===== src/hw/lsp_pkg.sv =====
// Constants for the serial load port of the LED display driver
// How it works
// - Word arrives most significant bit first, sampled on serial clock rising edge.
// - One device: eight clocks load configuration, twenty-four clocks load display.
// - Two chained devices need thirty-two or forty-eight clocks respectively.
// - Loaded registers change only when select rises; shifting leaves them alone.
// - Data output advances from the shift register on serial clock falling edge.
// - Static shift register of twenty-four and a half stages holds with clock stopped.
// - Serial capture works with a clock unrelated to the multiplex oscillator.
// - Select high forces data output low, ignores clocks, holds port initialised.
// - Select rising edge copies shifted bits to a register chosen by bit count.
// - Every select rising edge starts a blanking interval, even for equal data.
// - Port regains known state whenever select is high and clock is low.
// - Soft-reset bit written low then high reinitialises the device; here it only blanks and restarts the bank scan, registers kept.
// - No address bits; every streamed bit is register data, any order.
// - Data output carries shifted bits ready for the next device in a chain.
// - Five cathode banks scanned at a refresh rate between 700 and 1900 Hz.
// - Top display bit high selects full current, low selects about half.
// - Nominal 1 kHz refresh, each bank active one fifth of the cycle.
package lsp_pkg;
    localparam int unsigned CLK_HZ = 40_000_000;
    localparam int unsigned CFG_BITS = 8;
    localparam int unsigned DISP_BITS = 24;
    localparam int unsigned CNT_W = 6;
    localparam logic [CNT_W-1:0] CFG_LEN = 6'h08;
    localparam logic [CNT_W-1:0] DISP_LEN = 6'h18;
    localparam logic [CNT_W-1:0] CNT_MAX = 6'h3F;
    localparam logic [CFG_BITS-1:0] CFG_RESET = 8'h00;
    localparam logic [DISP_BITS-1:0] DISP_RESET = 24'h000000;
    localparam int unsigned SOFT_RESET_POS = 0;
    localparam int unsigned BRIGHT_POS = 23;
    localparam int unsigned BANKS = 5;
    localparam int unsigned REFRESH_HZ = 1000;
    localparam int unsigned BANK_CYCLES = CLK_HZ / (REFRESH_HZ * BANKS);
    localparam int unsigned BLANK_NS = 50_000;
    localparam int unsigned BLANK_CYCLES = (BLANK_NS * 40 + 999) / 1000;
endpackage


===== src/hw/lsp_top.sv =====
// Serial load port with configuration and display registers and bank scan timing
`timescale 1ns/1ps
`default_nettype none
module lsp_top #(
    parameter int unsigned BANK_PERIOD = lsp_pkg::BANK_CYCLES,
    parameter int unsigned BLANK_PERIOD = lsp_pkg::BLANK_CYCLES
) (
    input wire logic mclk,
    input wire logic rst_b,
    input wire logic sclk,
    input wire logic sel_b,
    input wire logic sdata_in,
    output logic sdata_out,
    output logic [lsp_pkg::CFG_BITS-1:0] cfg_reg,
    output logic [lsp_pkg::DISP_BITS-1:0] disp_reg,
    output logic blank,
    output logic [lsp_pkg::BANKS-1:0] bank_on,
    output logic full_current,
    output logic soft_reset_b
);
    import lsp_pkg::*;

    // The blanking and scan counters are 16 and 18 bits wide
    if (BANK_PERIOD < 2 || BANK_PERIOD > 32'h0003FFFF || BLANK_PERIOD < 1 ||
        BLANK_PERIOD > 32'h0000FFFF)
    begin : g_bad_period
        $error("lsp_top: period parameters out of range");
    end

    ////////////////////////////////////////////////////////////////////////
    // Pin synchronisers; the serial clock is sampled, not used as a clock
    logic sclk_s;
    logic sel_s;
    logic din_s;

    lsp_sync u_sync_clk (.mclk(mclk), .rst_b(rst_b), .async_in(sclk), .reset_val(1'b0),
        .sync_out(sclk_s));
    lsp_sync u_sync_sel (.mclk(mclk), .rst_b(rst_b), .async_in(sel_b), .reset_val(1'b1),
        .sync_out(sel_s));
    lsp_sync u_sync_din (.mclk(mclk), .rst_b(rst_b), .async_in(sdata_in), .reset_val(1'b0),
        .sync_out(din_s));

    logic sclk_d1_q;
    logic sel_d1_q;
    logic sclk_rise;
    logic sclk_fall;
    logic sel_rise;

    always_ff @(posedge mclk)
    begin
        if (!rst_b)
        begin
            sclk_d1_q <= 1'b0;
            sel_d1_q <= 1'b1;
        end
        else
        begin
            sclk_d1_q <= sclk_s;
            sel_d1_q <= sel_s;
        end
    end

    // Data is delayed like the clock, so both keep their pin-level relation
    assign sclk_rise = sclk_s && !sclk_d1_q;
    assign sclk_fall = !sclk_s && sclk_d1_q;
    assign sel_rise = sel_s && !sel_d1_q;

    ////////////////////////////////////////////////////////////////////////
    // Port state: armed only after select high with clock low
    // Lost state is left only once select is high with the clock low
    typedef enum logic [1:0] {
        LSP_IDLE = 2'b00,
        LSP_SHIFT = 2'b01,
        LSP_LOST = 2'b10
    } lsp_state_t;

    lsp_state_t state_q;

    always_ff @(posedge mclk)
    begin
        if (!rst_b)
            state_q <= LSP_LOST;
        else
        begin
            case (state_q)
                LSP_LOST:
                    if (sel_s && !sclk_s)
                        state_q <= LSP_IDLE;
                LSP_IDLE:
                    if (!sel_s)
                        state_q <= sclk_s ? LSP_LOST : LSP_SHIFT;
                LSP_SHIFT:
                    if (sel_s)
                        state_q <= sclk_s ? LSP_LOST : LSP_IDLE;
                default:
                    state_q <= LSP_LOST;
            endcase
        end
    end

    ////////////////////////////////////////////////////////////////////////
    // Static shift register: 24 full stages plus a half stage on the fall
    logic [DISP_BITS-1:0] shift_q;
    logic half_q;
    logic [CNT_W-1:0] count_q;
    logic shifting;

    assign shifting = (state_q == LSP_SHIFT) && !sel_s;

    always_ff @(posedge mclk)
    begin
        if (!rst_b)
            shift_q <= DISP_RESET;
        else if (shifting && sclk_rise)
            shift_q <= {shift_q[DISP_BITS-2:0], din_s};
    end

    always_ff @(posedge mclk)
    begin
        if (!rst_b || sel_s)
            half_q <= 1'b0;
        else if (shifting && sclk_fall)
            half_q <= shift_q[DISP_BITS-1];
    end

    always_ff @(posedge mclk)
    begin
        if (!rst_b || state_q == LSP_IDLE)
            count_q <= '0;
        else if (shifting && sclk_rise && count_q != CNT_MAX)
            count_q <= count_q + 6'h01;
    end

    assign sdata_out = half_q;

    ////////////////////////////////////////////////////////////////////////
    // Register load on select rising edge
    logic load_ok;
    logic blank_start;
    logic [CFG_BITS-1:0] cfg_q;
    logic [DISP_BITS-1:0] disp_q;

    // Chained lengths leave this device's share in the low bits of the shift stages
    assign load_ok = (state_q == LSP_SHIFT) && sel_rise && !sclk_s;
    // Every select rise blanks, even for a refused length or a lost frame
    assign blank_start = sel_rise;

    always_ff @(posedge mclk)
    begin
        if (!rst_b)
            cfg_q <= CFG_RESET;
        else if (load_ok && (count_q == CFG_LEN || count_q == CFG_LEN + DISP_LEN))
            cfg_q <= shift_q[CFG_BITS-1:0];
    end

    always_ff @(posedge mclk)
    begin
        if (!rst_b)
            disp_q <= DISP_RESET;
        else if (load_ok && (count_q == DISP_LEN || count_q == DISP_LEN + DISP_LEN))
            disp_q <= shift_q;
    end

    assign cfg_reg = cfg_q;
    assign disp_reg = disp_q;
    assign full_current = disp_q[BRIGHT_POS];
    assign soft_reset_b = cfg_q[SOFT_RESET_POS];

    ////////////////////////////////////////////////////////////////////////
    // Blanking interval and bank scan
    logic [15:0] blank_cnt_q;
    logic [17:0] tick_cnt_q;
    logic [BANKS-1:0] bank_q;
    logic blank_d;
    logic blank_q;
    logic [BANKS-1:0] bank_on_q;

    always_ff @(posedge mclk)
    begin
        if (!rst_b)
            blank_cnt_q <= 16'h0000;
        else if (blank_start)
            blank_cnt_q <= BLANK_PERIOD[15:0];
        else if (blank_cnt_q != 16'h0000)
            blank_cnt_q <= blank_cnt_q - 16'h0001;
    end

    assign blank_d = (blank_cnt_q != 16'h0000) || !soft_reset_b;

    always_ff @(posedge mclk)
    begin
        if (!rst_b || !soft_reset_b)
        begin
            tick_cnt_q <= 18'h00000;
            bank_q <= 5'h01;
        end
        else if (tick_cnt_q == BANK_PERIOD[17:0] - 18'h00001)
        begin
            tick_cnt_q <= 18'h00000;
            bank_q <= {bank_q[BANKS-2:0], bank_q[BANKS-1]};
        end
        else
            tick_cnt_q <= tick_cnt_q + 18'h00001;
    end

    // Registered so blank and the bank drivers switch on the same edge
    always_ff @(posedge mclk)
    begin
        if (!rst_b)
        begin
            blank_q <= 1'b1;
            bank_on_q <= '0;
        end
        else
        begin
            blank_q <= blank_d;
            bank_on_q <= blank_d ? '0 : bank_q;
        end
    end

    assign blank = blank_q;
    assign bank_on = bank_on_q;
endmodule
`default_nettype wire


===== src/hw/lsp_sync.sv =====
// Two-flop synchroniser for one input pin
`timescale 1ns/1ps
`default_nettype none
module lsp_sync (
    input wire logic mclk,
    input wire logic rst_b,
    input wire logic async_in,
    input wire logic reset_val,
    output var logic sync_out
);
    logic meta_q;
    always_ff @(posedge mclk)
    begin
        if (!rst_b)
        begin
            meta_q <= reset_val;
            sync_out <= reset_val;
        end
        else
        begin
            meta_q <= async_in;
            sync_out <= meta_q;
        end
    end
endmodule
`default_nettype wire


===== config.mk =====
export PLATFORM = sky130hd
export DESIGN_NAME = lsp_top
export DESIGN_NICKNAME = d
export VERILOG_FILES = /design/src/hw/lsp_pkg.sv /design/src/hw/lsp_top.sv /design/src/hw/lsp_sync.sv
export SDC_FILE = /design/constraint.sdc
export NUM_CORES = 1
export LEC_CHECK = 0
export BUFFER_PORTS_ARGS = -buffer_cell sky130_fd_sc_hd__buf_2
export CAP_MARGIN = 10
export CORE_AREA = 2 2 94 96
export DETAILED_ROUTE_END_ITERATION = 10
export DIE_AREA = 0 0 96 98
export PLACE_DENSITY = 0.77
export SLEW_MARGIN = 20
export SYNTH_ARGS = -nofsm -noshare
export SYNTH_HDL_FRONTEND = slang
export SYNTH_HIERARCHICAL = 1
export SYNTH_SLANG_ARGS = --single-unit

===== constraint.sdc =====
create_clock -name mclk -period 2.5 [get_ports mclk]
set_input_delay 0.125 -clock mclk [delete_from_list [all_inputs] [get_ports mclk]]
set_output_delay 0.125 -clock mclk [all_outputs]
set_load 0.02 [all_outputs]

==> impl_metrics.prom, run 1 <==
# TYPE chip_impl_metric gauge
chip_impl_metric{name="worstHoldPathCells",unit=""} 3
chip_impl_metric{name="muxShareOfSynthArea",unit="%"} 4.548
chip_impl_metric{name="grt_max_degree",unit=""} 56
chip_impl_metric{name="worst_ir_drop_vdd",unit="mV"} 0.5964
chip_impl_metric{name="clock_power_share",unit="%"} 45.4
chip_impl_metric{name="power_leakage",unit="nW"} 2.094
chip_impl_info{name="hold_path.class",value="in2reg"} 1
chip_impl_metric{name="power-per-cell-area",unit="nW/µm²"} 948.2
chip_impl_metric{name="die_area",unit="µm²"} 9408
chip_impl_metric{name="core_area",unit="µm²"} 8466
chip_impl_info{name="cts.root.buffer_cell",value="sky130_fd_sc_hd__clkbuf_8"} 1
chip_impl_metric{name="final.setup.tns",unit="ns"} 0
chip_impl_metric{name="via_count_of_the_first_global_routing_pass",unit=""} 3869
chip_impl_metric{name="detailedRoute.firstPassIterationCount",unit=""} 5
chip_impl_info{name="rsz0062_at_grt",value="no"} 1
chip_impl_metric{name="initial_antenna_violation_count",unit=""} 0
chip_impl_metric{name="dp_hpwl",unit="µm"} 6785
chip_impl_metric{name="seq_power_share",unit="%"} 38.8
chip_impl_metric{name="ioPinCount",unit=""} 46
chip_impl_metric{name="fin_cells",unit=""} 725
chip_impl_metric{name="postCtsHoldBufs",unit=""} 4
chip_impl_metric{name="grt.overflow.total",unit=""} 0
chip_impl_metric{name="share_of_the_synthesized_area_in_compound_gates_ao_oa_aoi_oai",unit="%"} 11.53
chip_impl_metric{name="ff_latch_area",unit="µm²"} 2362
chip_impl_metric{name="synth_area_in_adders",unit="%"} 1.045
chip_impl_metric{name="port_buffers",unit=""} 45
chip_impl_info{name="timing.hold.worst_endpoint",value="u_sync_clk/meta_q"} 1
chip_impl_metric{name="flow.area_growth_from_synthesis",unit="%"} 19.97
chip_impl_metric{name="power.share.switching",unit="%"} 28.85
chip_impl_info{name="reg2reg_to",value="blank_cnt_q[12]"} 1
chip_impl_metric{name="hold-worst-slack",unit="ns"} 0.3855
chip_impl_metric{name="fmaxAchievable",unit="MHz"} 425.8
chip_impl_metric{name="synth_warnings",unit=""} 6
chip_impl_metric{name="netlist_area",unit="µm²"} 4787
chip_impl_metric{name="internal_power",unit="mW"} 3.875
chip_impl_metric{name="ff2ff_path_depth",unit=""} 6
chip_impl_metric{name="combPwrFrac",unit="%"} 15.8
chip_impl_metric{name="yosys.area_share.xor_xnor",unit="%"} 3.110
chip_impl_metric{name="die_width",unit="µm"} 96
chip_impl_metric{name="gp_congestion",unit=""} 0.8737
chip_impl_metric{name="initial_utilization",unit="%"} 56.55
chip_impl_metric{name="synthesis.area_per_instance",unit="µm²"} 8.688
chip_impl_info{name="min_from",value="sclk"} 1
chip_impl_info{name="setup.worst_path.end_class",value="flop"} 1
chip_impl_metric{name="remaining_drc_errors",unit=""} 0
chip_impl_metric{name="detail_route.iter0.violations",unit=""} 229
chip_impl_metric{name="netlist_instances",unit=""} 551
chip_impl_metric{name="ctsLongestPathBuffers",unit=""} 2
chip_impl_metric{name="final-hold-violation-count",unit=""} 0
chip_impl_info{name="main_combinational_cell_family_by_area_after_synthesis",value="simple AND/OR/NAND/NOR gates"} 1
chip_impl_metric{name="synth.distinct_cells",unit=""} 55
chip_impl_info{name="timing.setup.critical_path_class",value="reg2reg"} 1
chip_impl_info{name="run_status",value="finished, final reports clean"} 1
chip_impl_metric{name="dp_cells",unit=""} 689
chip_impl_metric{name="postRouteWirelength",unit="µm"} 10480
chip_impl_metric{name="finalSetupViolations",unit=""} 0
chip_impl_metric{name="numClockSinks",unit=""} 118
chip_impl_metric{name="ys_seq_elements",unit=""} 118
chip_impl_metric{name="avgRoutedWirePerCell",unit="µm"} 14.46
chip_impl_metric{name="max_slew.worst_pin.slew",unit="ns"} 0.8693
chip_impl_metric{name="track_usage",unit="%"} 23.60
chip_impl_info{name="critical_path.startpoint_type",value="flop"} 1
chip_impl_metric{name="postCtsSetupBuffers",unit=""} 0
chip_impl_metric{name="drv_cap",unit=""} 0
chip_impl_info{name="cts_tree",value="done"} 1
chip_impl_metric{name="slew_headroom",unit="%"} 41.98
chip_impl_metric{name="min_period",unit="ns"} 2.348
chip_impl_metric{name="multiInputGateArea",unit="µm²"} 2245
chip_impl_metric{name="final-max-slew-violation-count",unit=""} 0
chip_impl_metric{name="synthSimpleGateAreaFrac",unit="%"} 26.19
chip_impl_metric{name="grt_pass1_wl",unit="µm"} 17590
chip_impl_metric{name="synth_sequential_area_ratio",unit="%"} 49.35
chip_impl_metric{name="nFillCells",unit=""} 642
chip_impl_metric{name="switchingPower",unit="mW"} 1.571
chip_impl_metric{name="cp_data_required_time",unit="ns"} 2.93
chip_impl_metric{name="h-tree-depth",unit=""} 4
chip_impl_info{name="synth_ff_type",value="sky130_fd_sc_hd__dfxtp_1"} 1
chip_impl_metric{name="finalPower",unit="mW"} 5.446
chip_impl_metric{name="insertion_delay",unit="ns"} 0.52
chip_impl_metric{name="clock_transition_at_the_registers_of_the_reported_paths",unit="ns"} 0.06
chip_impl_metric{name="rows",unit=""} 34
chip_impl_metric{name="route.vias.total",unit=""} 4110
chip_impl_metric{name="synth-async-reset-ratio",unit="%"} 0
chip_impl_metric{name="n_antenna_cell",unit=""} 0
chip_impl_metric{name="cts_buffers",unit=""} 17
chip_impl_metric{name="synth-edff-count",unit=""} 0
chip_impl_metric{name="worstPathMaxFanout",unit=""} 6
chip_impl_info{name="rr_startpoint",value="blank_cnt_q[0]"} 1
chip_impl_metric{name="layout-drive-gt1-share",unit="%"} 17.18
chip_impl_metric{name="chipHeight",unit="µm"} 98
chip_impl_metric{name="postCtsResizedCells",unit=""} 0
chip_impl_metric{name="final_min_period_over_clock_period",unit="%"} 93.93
chip_impl_metric{name="fin_nets",unit=""} 613
chip_impl_metric{name="worst_ep_arrival_time",unit="ns"} 2.78
chip_impl_metric{name="final.setup_skew",unit="ns"} 0.006812
chip_impl_metric{name="route.antenna.remaining_nets",unit=""} 0
chip_impl_metric{name="route.detailed.vias_per_inst",unit=""} 5.669
chip_impl_metric{name="worst-r2r-setup-slack",unit="ns"} 0.15
## synth_stat cells, drive strengths merged, types with 3 or more instances
library cell,number,area (µm²)
dfxtp,118,2362
nand2,101,379.1
a21oi,38,190.2
nand3,35,175.2
o21ai,33,165.2
nor2,32,120.1
clkbuf,20,75.07
inv,20,75.07
mux2i,15,150.1
xnor2,12,105.1
nor3,11,55.05
nor4,11,90.08
and2,10,62.56
nand4,10,62.56
or4,8,75.07
buf,6,45.04
mux2,6,67.56
xor2,5,43.79
ha,4,50.05
nand2b,4,25.02
o211ai,4,30.03
o31ai,4,30.03
or3,4,26.28
a31oi,3,18.77
and3,3,18.77
nor3b,3,22.52
nor4bb,3,30.03
o41ai,3,33.79
or2,3,18.77
## power groups by stage
stage	Combinational, mW	Clock (mW)	Sequential [mW]
finish	0.860	2.47	2.11
floorplan	0.685	0	2.11
global placement	0.800	0	2.13
detailed placement	0.825	0	2.14
CTS	0.844	2.50	2.10
global route	0.932	2.60	2.12
## worst max-delay path, stage by stage, from the launching register on
cell and delay [ns]:
sky130_fd_sc_hd__dfxtp_1 0.34, sky130_fd_sc_hd__inv_1 0.07, sky130_fd_sc_hd__ha_1 0.23, sky130_fd_sc_hd__or4b_2 0.70
sky130_fd_sc_hd__a2111oi_0 0.58, sky130_fd_sc_hd__nand4b_1 0.16, sky130_fd_sc_hd__a21oi_1 0.19
## layer usage
layer | global-route usage [%] | vias to the layer above | wire (µm)
met2 | 39.21 | 121 | 5357
met5 | 0 | - | 0
met1 | 27.66 | 1944 | 4426
met3 | 7.022 | 21 | 489
met4 | 10.66 | 0 | 209
li1 | - | 2024 | -
## cells in the final DEF (no fill, tap or decap), types with 6 or more instances in the layout
cell type and n:
sky130_fd_sc_hd__dfxtp_1 118, sky130_fd_sc_hd__nand2_1 101, sky130_fd_sc_hd__buf_2 45, sky130_fd_sc_hd__a21oi_1 38, sky130_fd_sc_hd__nand3_1 35, sky130_fd_sc_hd__o21ai_0 33
sky130_fd_sc_hd__nor2_1 32, sky130_fd_sc_hd__inv_1 20, sky130_fd_sc_hd__clkbuf_16 16, sky130_fd_sc_hd__mux2i_1 15, sky130_fd_sc_hd__xnor2_1 12, sky130_fd_sc_hd__nor3_1 11
sky130_fd_sc_hd__nand4_1 10, sky130_fd_sc_hd__and2_1 10, sky130_fd_sc_hd__nor4_1 9, sky130_fd_sc_hd__buf_4 7, sky130_fd_sc_hd__mux2_2 6, sky130_fd_sc_hd__conb_1 6
## stage by stage
| step | worst slack [ns] | util [%] | instance area, µm² |
|---|---|---|---|
| floorplan | 0.3729 | - | 4802 |
| global placement | 0.2720 | 60.18 | 5095 |
| detailed placement | 0.2055 | 60.18 | 5095 |
| CTS | 0.1812 | 67.84 | 5743 |
| global route | 0.04570 | 67.84 | 5743 |
| finish | 0.1517 | 67.84 | 5743 |
## layout make-up
cell class / count / share of cell area (%)
clock buffers: 17 / 7.211
clock inverters: 15 / 3.377
inverters: 20 / 1.307
multi-input cells: 391 / 39.08
flip-flops and latches: 118 / 41.13
well taps: 108 / 2.353
repair buffers: 56 / 5.534
## logic make-up (layout without fill, tap and decap cells)
group | Yosys count | in the layout
compound gates | 95 | 95
xor+xnor | 17 | 17
fa+ha+maj | 4 | 4
buf+inv | 46 | 108
flops | 118 | 118
mux | 21 | 21
other cells | 2 | 6
simple gates | 248 | 248
## worst max path at each step
stage / from / to / slack (ns) / depth (start not counted)
final: blank_cnt_q[0] / blank_cnt_q[12] / 0.15 / 6
after global routing: blank_cnt_q[0] / blank_cnt_q[12] / 0.05 / 6
after CTS: blank_cnt_q[0] / blank_cnt_q[12] / 0.18 / 6
after detailed placement: blank_cnt_q[0] / blank_cnt_q[12] / 0.21 / 6
after global placement: blank_cnt_q[0] / blank_cnt_q[12] / 0.27 / 6
after floorplan: blank_cnt_q[0] / blank_cnt_q[12] / 0.37 / 6
Note: power is estimated with default switching activity, not from simulation.
==> inputs of run 2 (changes only) <==
CORE_AREA = 2 2 93 95   (was 2 2 94 96)
CTS_BUF_LIST = sky130_fd_sc_hd__clkbuf_8   (was default)
DIE_AREA = 0 0 95 97   (was 0 0 96 98)
PLACE_DENSITY = 0.79   (was 0.77)
==> impl_metrics.prom, run 2 (synthesized netlist as in run 1, its figures left out) <==
# TYPE chip_impl_metric gauge
chip_impl_info{name="rsz0062_at_grt",value="no"} 1
chip_impl_metric{name="multiInputGateArea",unit="µm²"} 2246
chip_impl_metric{name="dp_hpwl",unit="µm"} 6830
chip_impl_metric{name="ioPinCount",unit=""} 46
chip_impl_metric{name="power-per-cell-area",unit="nW/µm²"} 859.7
chip_impl_info{name="mostFrequentLayoutCell",value="sky130_fd_sc_hd__dfxtp_1"} 1
chip_impl_metric{name="core_area",unit="µm²"} 8134
chip_impl_metric{name="gp_congestion",unit=""} 0.9265
chip_impl_metric{name="finalSetupViolations",unit=""} 0
chip_impl_metric{name="finalPower",unit="mW"} 4.774
chip_impl_metric{name="slew_headroom",unit="%"} 41.49
chip_impl_metric{name="die_area",unit="µm²"} 9215
chip_impl_info{name="run_status",value="finished, final reports clean"} 1
chip_impl_metric{name="avgRoutedWirePerCell",unit="µm"} 13.83
chip_impl_metric{name="power_leakage",unit="nW"} 2.007
chip_impl_metric{name="port_buffers",unit=""} 45
chip_impl_info{name="cts_tree",value="done"} 1
chip_impl_metric{name="clock_transition_at_the_registers_of_the_reported_paths",unit="ns"} 0.07
chip_impl_info{name="layout_common_cells",value="sky130_fd_sc_hd__dfxtp_1, sky130_fd_sc_hd__nand2_1, sky130_fd_sc_hd__buf_2, sky130_fd_sc_hd__a21oi_1, sky130_fd_sc_hd__nand3_1"} 1
chip_impl_metric{name="final-hold-violation-count",unit=""} 0
chip_impl_metric{name="ff_latch_area",unit="µm²"} 2362
chip_impl_metric{name="final-max-slew-violation-count",unit=""} 0
chip_impl_metric{name="grt_max_degree",unit=""} 49
chip_impl_metric{name="worstPathMaxFanout",unit=""} 6
chip_impl_metric{name="route.antenna.remaining_nets",unit=""} 0
chip_impl_metric{name="utilization",unit="%"} 68.27
chip_impl_metric{name="remaining_drc_errors",unit=""} 0
chip_impl_metric{name="chipHeight",unit="µm"} 97
chip_impl_info{name="timing.setup.critical_path_class",value="reg2reg"} 1
chip_impl_info{name="hold_path.class",value="in2reg"} 1
chip_impl_metric{name="via_count_of_the_first_global_routing_pass",unit=""} 3781
chip_impl_metric{name="fin_nets",unit=""} 613
chip_impl_metric{name="die_width",unit="µm"} 95
chip_impl_metric{name="route.detailed.vias_per_inst",unit=""} 5.619
chip_impl_metric{name="fmaxAchievable",unit="MHz"} 417.4
chip_impl_metric{name="worst_ep_arrival_time",unit="ns"} 2.70
chip_impl_metric{name="insertion_delay",unit="ns"} 0.43
chip_impl_metric{name="numClockSinks",unit=""} 118
chip_impl_metric{name="cp_data_required_time",unit="ns"} 2.80
chip_impl_metric{name="nFillCells",unit=""} 655
chip_impl_metric{name="ctsLongestPathBuffers",unit=""} 2
chip_impl_metric{name="n_antenna_cell",unit=""} 0
chip_impl_metric{name="initial_utilization",unit="%"} 58.85
chip_impl_metric{name="cts_buffers",unit=""} 17
chip_impl_metric{name="postRouteWirelength",unit="µm"} 9984
chip_impl_metric{name="worst_ir_drop_vdd",unit="mV"} 0.4959
chip_impl_metric{name="grt.overflow.total",unit=""} 0
chip_impl_metric{name="rows",unit=""} 33
chip_impl_metric{name="detailedRoute.firstPassIterationCount",unit=""} 5
chip_impl_info{name="critical_path.startpoint_type",value="flop"} 1
chip_impl_metric{name="postCtsSetupBuffers",unit=""} 0
chip_impl_metric{name="slack_of_the_critical_path",unit="ns"} 0.1042
chip_impl_metric{name="track_usage",unit="%"} 23.08
chip_impl_metric{name="detail_route.iter0.violations",unit=""} 256
chip_impl_metric{name="hold-worst-slack",unit="ns"} 0.1637
chip_impl_metric{name="grt_pass1_wl",unit="µm"} 17040
chip_impl_metric{name="h-tree-depth",unit=""} 4
chip_impl_metric{name="final.setup_skew",unit="ns"} 0.009821
chip_impl_metric{name="drv_cap",unit=""} 0
chip_impl_metric{name="final.setup.tns",unit="ns"} 0
chip_impl_metric{name="initial_antenna_violation_count",unit=""} 0
chip_impl_metric{name="layout-drive-gt1-share",unit="%"} 17.34
chip_impl_metric{name="flow.area_growth_from_synthesis",unit="%"} 16.00
chip_impl_metric{name="final_min_period_over_clock_period",unit="%"} 95.83
chip_impl_info{name="setup.worst_path.end_class",value="flop"} 1
chip_impl_metric{name="max_slew.worst_pin.slew",unit="ns"} 0.8767
chip_impl_metric{name="dpl_worst_slack",unit="ns"} 0.1585
chip_impl_info{name="cts.root.buffer_cell",value="sky130_fd_sc_hd__clkbuf_8"} 1
chip_impl_metric{name="min_period",unit="ns"} 2.396
chip_impl_metric{name="route.vias.total",unit=""} 4057
run 2: timing repair:
item,CTS,global route
setup endpoints to repair,0,2
hold buffers,3,0
resized for setup,0,1
hold endpoints to repair,3,0
run 2: area by class of cell:
type / count / share of cell area [%]
clock buffer: 18 / 4.461
timing repair buffer: 56 / 5.678
tap: 105 / 2.366
inverter: 20 / 1.352
sequential: 118 / 42.54
clock inverter: 14 / 3.155
multi-input combinational: 391 / 40.45
run 2: critical path: stages, from the launching register on:
cell and delay [ns]:
sky130_fd_sc_hd__dfxtp_1 0.35, sky130_fd_sc_hd__inv_1 0.08, sky130_fd_sc_hd__ha_1 0.26, sky130_fd_sc_hd__or4b_2 0.71, sky130_fd_sc_hd__or3_2 0.50, sky130_fd_sc_hd__o41ai_1 0.26, sky130_fd_sc_hd__a21oi_1 0.11
run 2: layer usage:
layer	GRT usage (%)	share of wire (%)	up-vias	wire length (µm)
li1	-	-	2026	-
met1	28.42	44	1892	4438
met2	37.86	49	123	4853
met3	6.620	5.3	16	532
met4	8.807	1.6	0	161
met5	0	0	-	0
run 2: where the power goes:
group | leakage [nW] | internal, mW | total [mW] | switching, mW
registers | 0.956 | 1.98 | 2.10 | 0.124
logic | 0.846 | 0.353 | 0.858 | 0.505
clock network | 0.206 | 1.02 | 1.81 | 0.795
run 2: final timing paths:
path	startpoint	endpoint	slack, ns	cells after the start
hold / removal	rst_b	state_q[1]	0.16	2
setup / recovery	blank_cnt_q[0]	blank_cnt_q[12]	0.10	6
setup reg to reg	blank_cnt_q[0]	blank_cnt_q[12]	0.10	6
hold reg to reg	u_sync_din/sync_out	shift_q[0]	0.45	2
run 2: per-stage QoR:
| stage | instance area (µm²) | cells |
|---|---|---|
| after global placement | 5099 | 687 |
| after CTS | 5552 | 722 |
| after floorplan | 4802 | 555 |
| after global routing | 5553 | 722 |
| after detailed placement | 5099 | 687 |
| final | 5553 | 722 |
==> inputs of run 3 (changes only) <==
ABC_AREA = 1   (was default)
CORE_AREA = 2 2 95 97   (was 2 2 93 95)
DIE_AREA = 0 0 97 99   (was 0 0 95 97)
clock period = 2.7 ns   (was 2.5 ns; I/O delays follow)
==> impl_metrics.prom, run 3 <==
# TYPE chip_impl_metric gauge
chip_impl_metric{name="ioPinCount",unit=""} 46
chip_impl_metric{name="insertion_delay",unit="ns"} 0.42
chip_impl_metric{name="route.detailed.vias_per_inst",unit=""} 4.886
chip_impl_metric{name="postRouteWirelength",unit="µm"} 9951
chip_impl_metric{name="clock_power_share",unit="%"} 36.3
chip_impl_metric{name="final-hold-violation-count",unit=""} 0
chip_impl_metric{name="internal_power",unit="mW"} 3.100
chip_impl_metric{name="seq_power_share",unit="%"} 42.9
chip_impl_metric{name="h-tree-depth",unit=""} 4
chip_impl_metric{name="nFillCells",unit=""} 705
chip_impl_metric{name="postCtsSetupBuffers",unit=""} 0
chip_impl_metric{name="finalPower",unit="mW"} 4.548
chip_impl_metric{name="die_width",unit="µm"} 97
chip_impl_metric{name="dpl_worst_slack",unit="ns"} 0.5860
chip_impl_metric{name="dp_hpwl",unit="µm"} 6750
chip_impl_metric{name="slew_headroom",unit="%"} 43.75
chip_impl_metric{name="muxShareOfSynthArea",unit="%"} 0
chip_impl_info{name="hold_path.class",value="reg2reg"} 1
chip_impl_metric{name="synth.distinct_cells",unit=""} 33
chip_impl_metric{name="finalSetupViolations",unit=""} 0
chip_impl_metric{name="via_count_of_the_first_global_routing_pass",unit=""} 3979
chip_impl_metric{name="fin_cells",unit=""} 891
chip_impl_metric{name="slack_of_the_critical_path",unit="ns"} 0.5038
chip_impl_info{name="critical_path.endpoint",value="disp_reg[5]"} 1
chip_impl_metric{name="gp_congestion",unit=""} 0.8537
chip_impl_metric{name="route.antenna.remaining_nets",unit=""} 0
chip_impl_metric{name="layout-drive-gt1-share",unit="%"} 11.75
chip_impl_metric{name="detailed_place.area",unit="µm²"} 5306
chip_impl_metric{name="yosys.area_share.xor_xnor",unit="%"} 2.077
chip_impl_info{name="main_combinational_cell_family_by_area_after_synthesis",value="simple AND/OR/NAND/NOR gates"} 1
chip_impl_metric{name="share_of_the_synthesized_area_in_compound_gates_ao_oa_aoi_oai",unit="%"} 11.52
chip_impl_metric{name="final-max-slew-violation-count",unit=""} 0
chip_impl_metric{name="cts_buffers",unit=""} 17
chip_impl_info{name="synth_ff_type",value="sky130_fd_sc_hd__dfxtp_1"} 1
chip_impl_info{name="rr_startpoint",value="count_q[0]"} 1
chip_impl_metric{name="final_min_period_over_clock_period",unit="%"} 81.34
chip_impl_metric{name="top_cell_type_s_share_of_synthesized_area",unit="%"} 46.69
chip_impl_info{name="setup.worst_path.start",value="count_q[0]"} 1
chip_impl_metric{name="track_usage",unit="%"} 21.52
chip_impl_metric{name="netlist_area",unit="µm²"} 5060
chip_impl_metric{name="synth-async-reset-ratio",unit="%"} 0
chip_impl_info{name="cts_tree",value="done"} 1
chip_impl_metric{name="final.setup_skew",unit="ns"} 0.01022
chip_impl_metric{name="synthSimpleGateAreaFrac",unit="%"} 26.61
chip_impl_metric{name="n_antenna_cell",unit=""} 0
chip_impl_info{name="critical_path.startpoint_type",value="flop"} 1
chip_impl_metric{name="initial_antenna_violation_count",unit=""} 0
chip_impl_metric{name="worstPathMaxFanout",unit=""} 48
chip_impl_metric{name="netlist_instances",unit=""} 721
chip_impl_info{name="timing.setup.critical_path_class",value="reg2reg"} 1
chip_impl_metric{name="worst-r2r-setup-slack",unit="ns"} 0.50
chip_impl_metric{name="route.vias.total",unit=""} 4353
chip_impl_metric{name="synth_warnings",unit=""} 6
chip_impl_info{name="yosys.cell_count.top_type",value="sky130_fd_sc_hd__nand2_1"} 1
chip_impl_info{name="run_status",value="finished, final reports clean"} 1
chip_impl_metric{name="grt.overflow.total",unit=""} 0
chip_impl_metric{name="initial_utilization",unit="%"} 59.17
chip_impl_info{name="setup.worst_path.end_class",value="flop"} 1
chip_impl_metric{name="synth_sequential_area_ratio",unit="%"} 46.69
chip_impl_metric{name="cp_data_required_time",unit="ns"} 3.00
chip_impl_info{name="commonest_cells_post_synth",value="sky130_fd_sc_hd__nand2_1, sky130_fd_sc_hd__inv_1, sky130_fd_sc_hd__dfxtp_1, sky130_fd_sc_hd__nor2_1, sky130_fd_sc_hd__o21ai_0"} 1
chip_impl_metric{name="power-per-cell-area",unit="nW/µm²"} 789.3
chip_impl_metric{name="max_slew.worst_pin.slew",unit="ns"} 0.8428
chip_impl_metric{name="worst_ep_arrival_time",unit="ns"} 2.50
chip_impl_info{name="cts.root.buffer_cell",value="sky130_fd_sc_hd__clkbuf_8"} 1
chip_impl_metric{name="synth_area_in_adders",unit="%"} 0.9891
chip_impl_metric{name="finish.instance_area",unit="µm²"} 5762
chip_impl_metric{name="final.setup.tns",unit="ns"} 0
chip_impl_metric{name="switchingPower",unit="mW"} 1.447
chip_impl_metric{name="dp_cells",unit=""} 855
chip_impl_metric{name="die_area",unit="µm²"} 9603
chip_impl_info{name="layout_common_cells",value="sky130_fd_sc_hd__nand2_1, sky130_fd_sc_hd__inv_1, sky130_fd_sc_hd__nor2_1, sky130_fd_sc_hd__dfxtp_1, sky130_fd_sc_hd__o21ai_0"} 1
chip_impl_metric{name="ctsLongestPathBuffers",unit=""} 2
chip_impl_metric{name="remaining_drc_errors",unit=""} 0
chip_impl_metric{name="combPwrFrac",unit="%"} 20.7
chip_impl_info{name="ys_top_cells_by_area",value="sky130_fd_sc_hd__dfxtp_1, sky130_fd_sc_hd__nand2_1, sky130_fd_sc_hd__inv_1"} 1
chip_impl_metric{name="synth-edff-count",unit=""} 0
chip_impl_metric{name="core_area",unit="µm²"} 8551
chip_impl_metric{name="chipHeight",unit="µm"} 99
chip_impl_metric{name="worst_ir_drop_vdd",unit="mV"} 0.3977
chip_impl_metric{name="drv_cap",unit=""} 0
chip_impl_metric{name="min_period",unit="ns"} 2.196
chip_impl_metric{name="clock_transition_at_the_registers_of_the_reported_paths",unit="ns"} 0.07
chip_impl_info{name="mostFrequentLayoutCell",value="sky130_fd_sc_hd__nand2_1"} 1
chip_impl_metric{name="flow.area_growth_from_synthesis",unit="%"} 13.87
chip_impl_metric{name="grt_pass1_wl",unit="µm"} 17210
chip_impl_metric{name="power.share.switching",unit="%"} 31.82
chip_impl_metric{name="rows",unit=""} 34
chip_impl_metric{name="detailedRoute.firstPassIterationCount",unit=""} 5
chip_impl_metric{name="detail_route.iter0.violations",unit=""} 258
chip_impl_metric{name="numClockSinks",unit=""} 118
chip_impl_metric{name="fin_nets",unit=""} 779
chip_impl_metric{name="synthesis.area_per_instance",unit="µm²"} 7.018
chip_impl_info{name="reg2reg_to",value="disp_reg[5]"} 1
chip_impl_metric{name="grt_max_degree",unit=""} 69
chip_impl_metric{name="ff2ff_path_depth",unit=""} 7
chip_impl_metric{name="power_leakage",unit="nW"} 2.618
chip_impl_metric{name="avgRoutedWirePerCell",unit="µm"} 11.17
chip_impl_info{name="synth.largest_area_cell",value="sky130_fd_sc_hd__dfxtp_1"} 1
chip_impl_info{name="rsz0062_at_grt",value="no"} 1
chip_impl_metric{name="fmaxAchievable",unit="MHz"} 455.3
chip_impl_metric{name="ys_seq_elements",unit=""} 118
chip_impl_metric{name="port_buffers",unit=""} 45
-- run 3: stage by stage --
stage               hold WS (ns)  util [%]
detailed placement        0.3281     62.06
floorplan                 0.2410         -
global placement          0.3233     62.06
CTS                       0.4219     67.38
global route              0.4345     67.38
finish                    0.4327     67.38
-- run 3: cells by family (layout without fill, tap and decap cells) --
| group | after synthesis | count (layout) |
|---|---|---|
| AND/OR/NAND/NOR | 322 | 322 |
| adder cells (fa/ha/maj) | 4 | 4 |
| XOR/XNOR | 12 | 12 |
| buffers and inverters | 149 | 210 |
| flip-flops | 118 | 118 |
| other | 2 | 3 |
| AO/OA/AOI/OAI | 114 | 114 |
-- run 3: per-layer routing --
layer	track usage, %	vias up	part of all wire (%)
met5	0	-	0
met4	7.909	0	0.65
met2	35.36	99	47
met1	27.00	1937	47
met3	6.383	6	4.5
li1	-	2311	-
-- run 3: worst min-delay path by stage --
| stage | startpoint | cells past startpoint | slack [ns] | to |
|---|---|---|---|---|
| after floorplan | sel_b | 2 | 0.24 | u_sync_sel/meta_q |
| after detailed placement | sel_b | 3 | 0.33 | u_sync_sel/meta_q |
| after global placement | sel_b | 3 | 0.32 | u_sync_sel/meta_q |
| final | u_sync_clk/meta_q | 2 | 0.43 | u_sync_clk/sync_out |
| after CTS | sel_b | 4 | 0.42 | u_sync_sel/meta_q |
| after global routing | sclk | 4 | 0.43 | u_sync_clk/meta_q |
-- run 3: worst max-delay path: stages, from the launching register on --
cell	delay [ns]
sky130_fd_sc_hd__dfxtp_1	0.36
sky130_fd_sc_hd__inv_1	0.11
sky130_fd_sc_hd__ha_1	0.14
sky130_fd_sc_hd__o21ai_1	0.06
sky130_fd_sc_hd__nor2_1	0.19
sky130_fd_sc_hd__nand3_2	0.67
sky130_fd_sc_hd__o21ai_0	0.45
sky130_fd_sc_hd__nor2_1	0.07
-- run 3: layout make-up --
class | count | area, µm² | area share [%]
Tap cell | 108 | 135.1 | 2.345
Clock buffer | 17 | 234.0 | 4.061
Clock inverter | 15 | 181.4 | 3.149
Inverter | 128 | 480.5 | 8.339
Sequential cell | 118 | 2362 | 41.00
Timing Repair Buffer | 50 | 272.8 | 4.734
Multi-Input combinational cell | 455 | 2096 | 36.37
-- run 3: power by group through the flow --
stage	registers (mW)	clock network [mW]	logic, mW
floorplan	1.96	0	0.758
global placement	1.99	0	0.889
detailed placement	1.99	0	0.912
CTS	1.95	1.67	0.923
global route	1.97	1.76	1.06
finish	1.95	1.65	0.944
-- run 3: what timing repair did --
action,CTS,global route
gates resized for setup,0,0
endpoints found under the hold margin,4,0
hold buffers,4,0
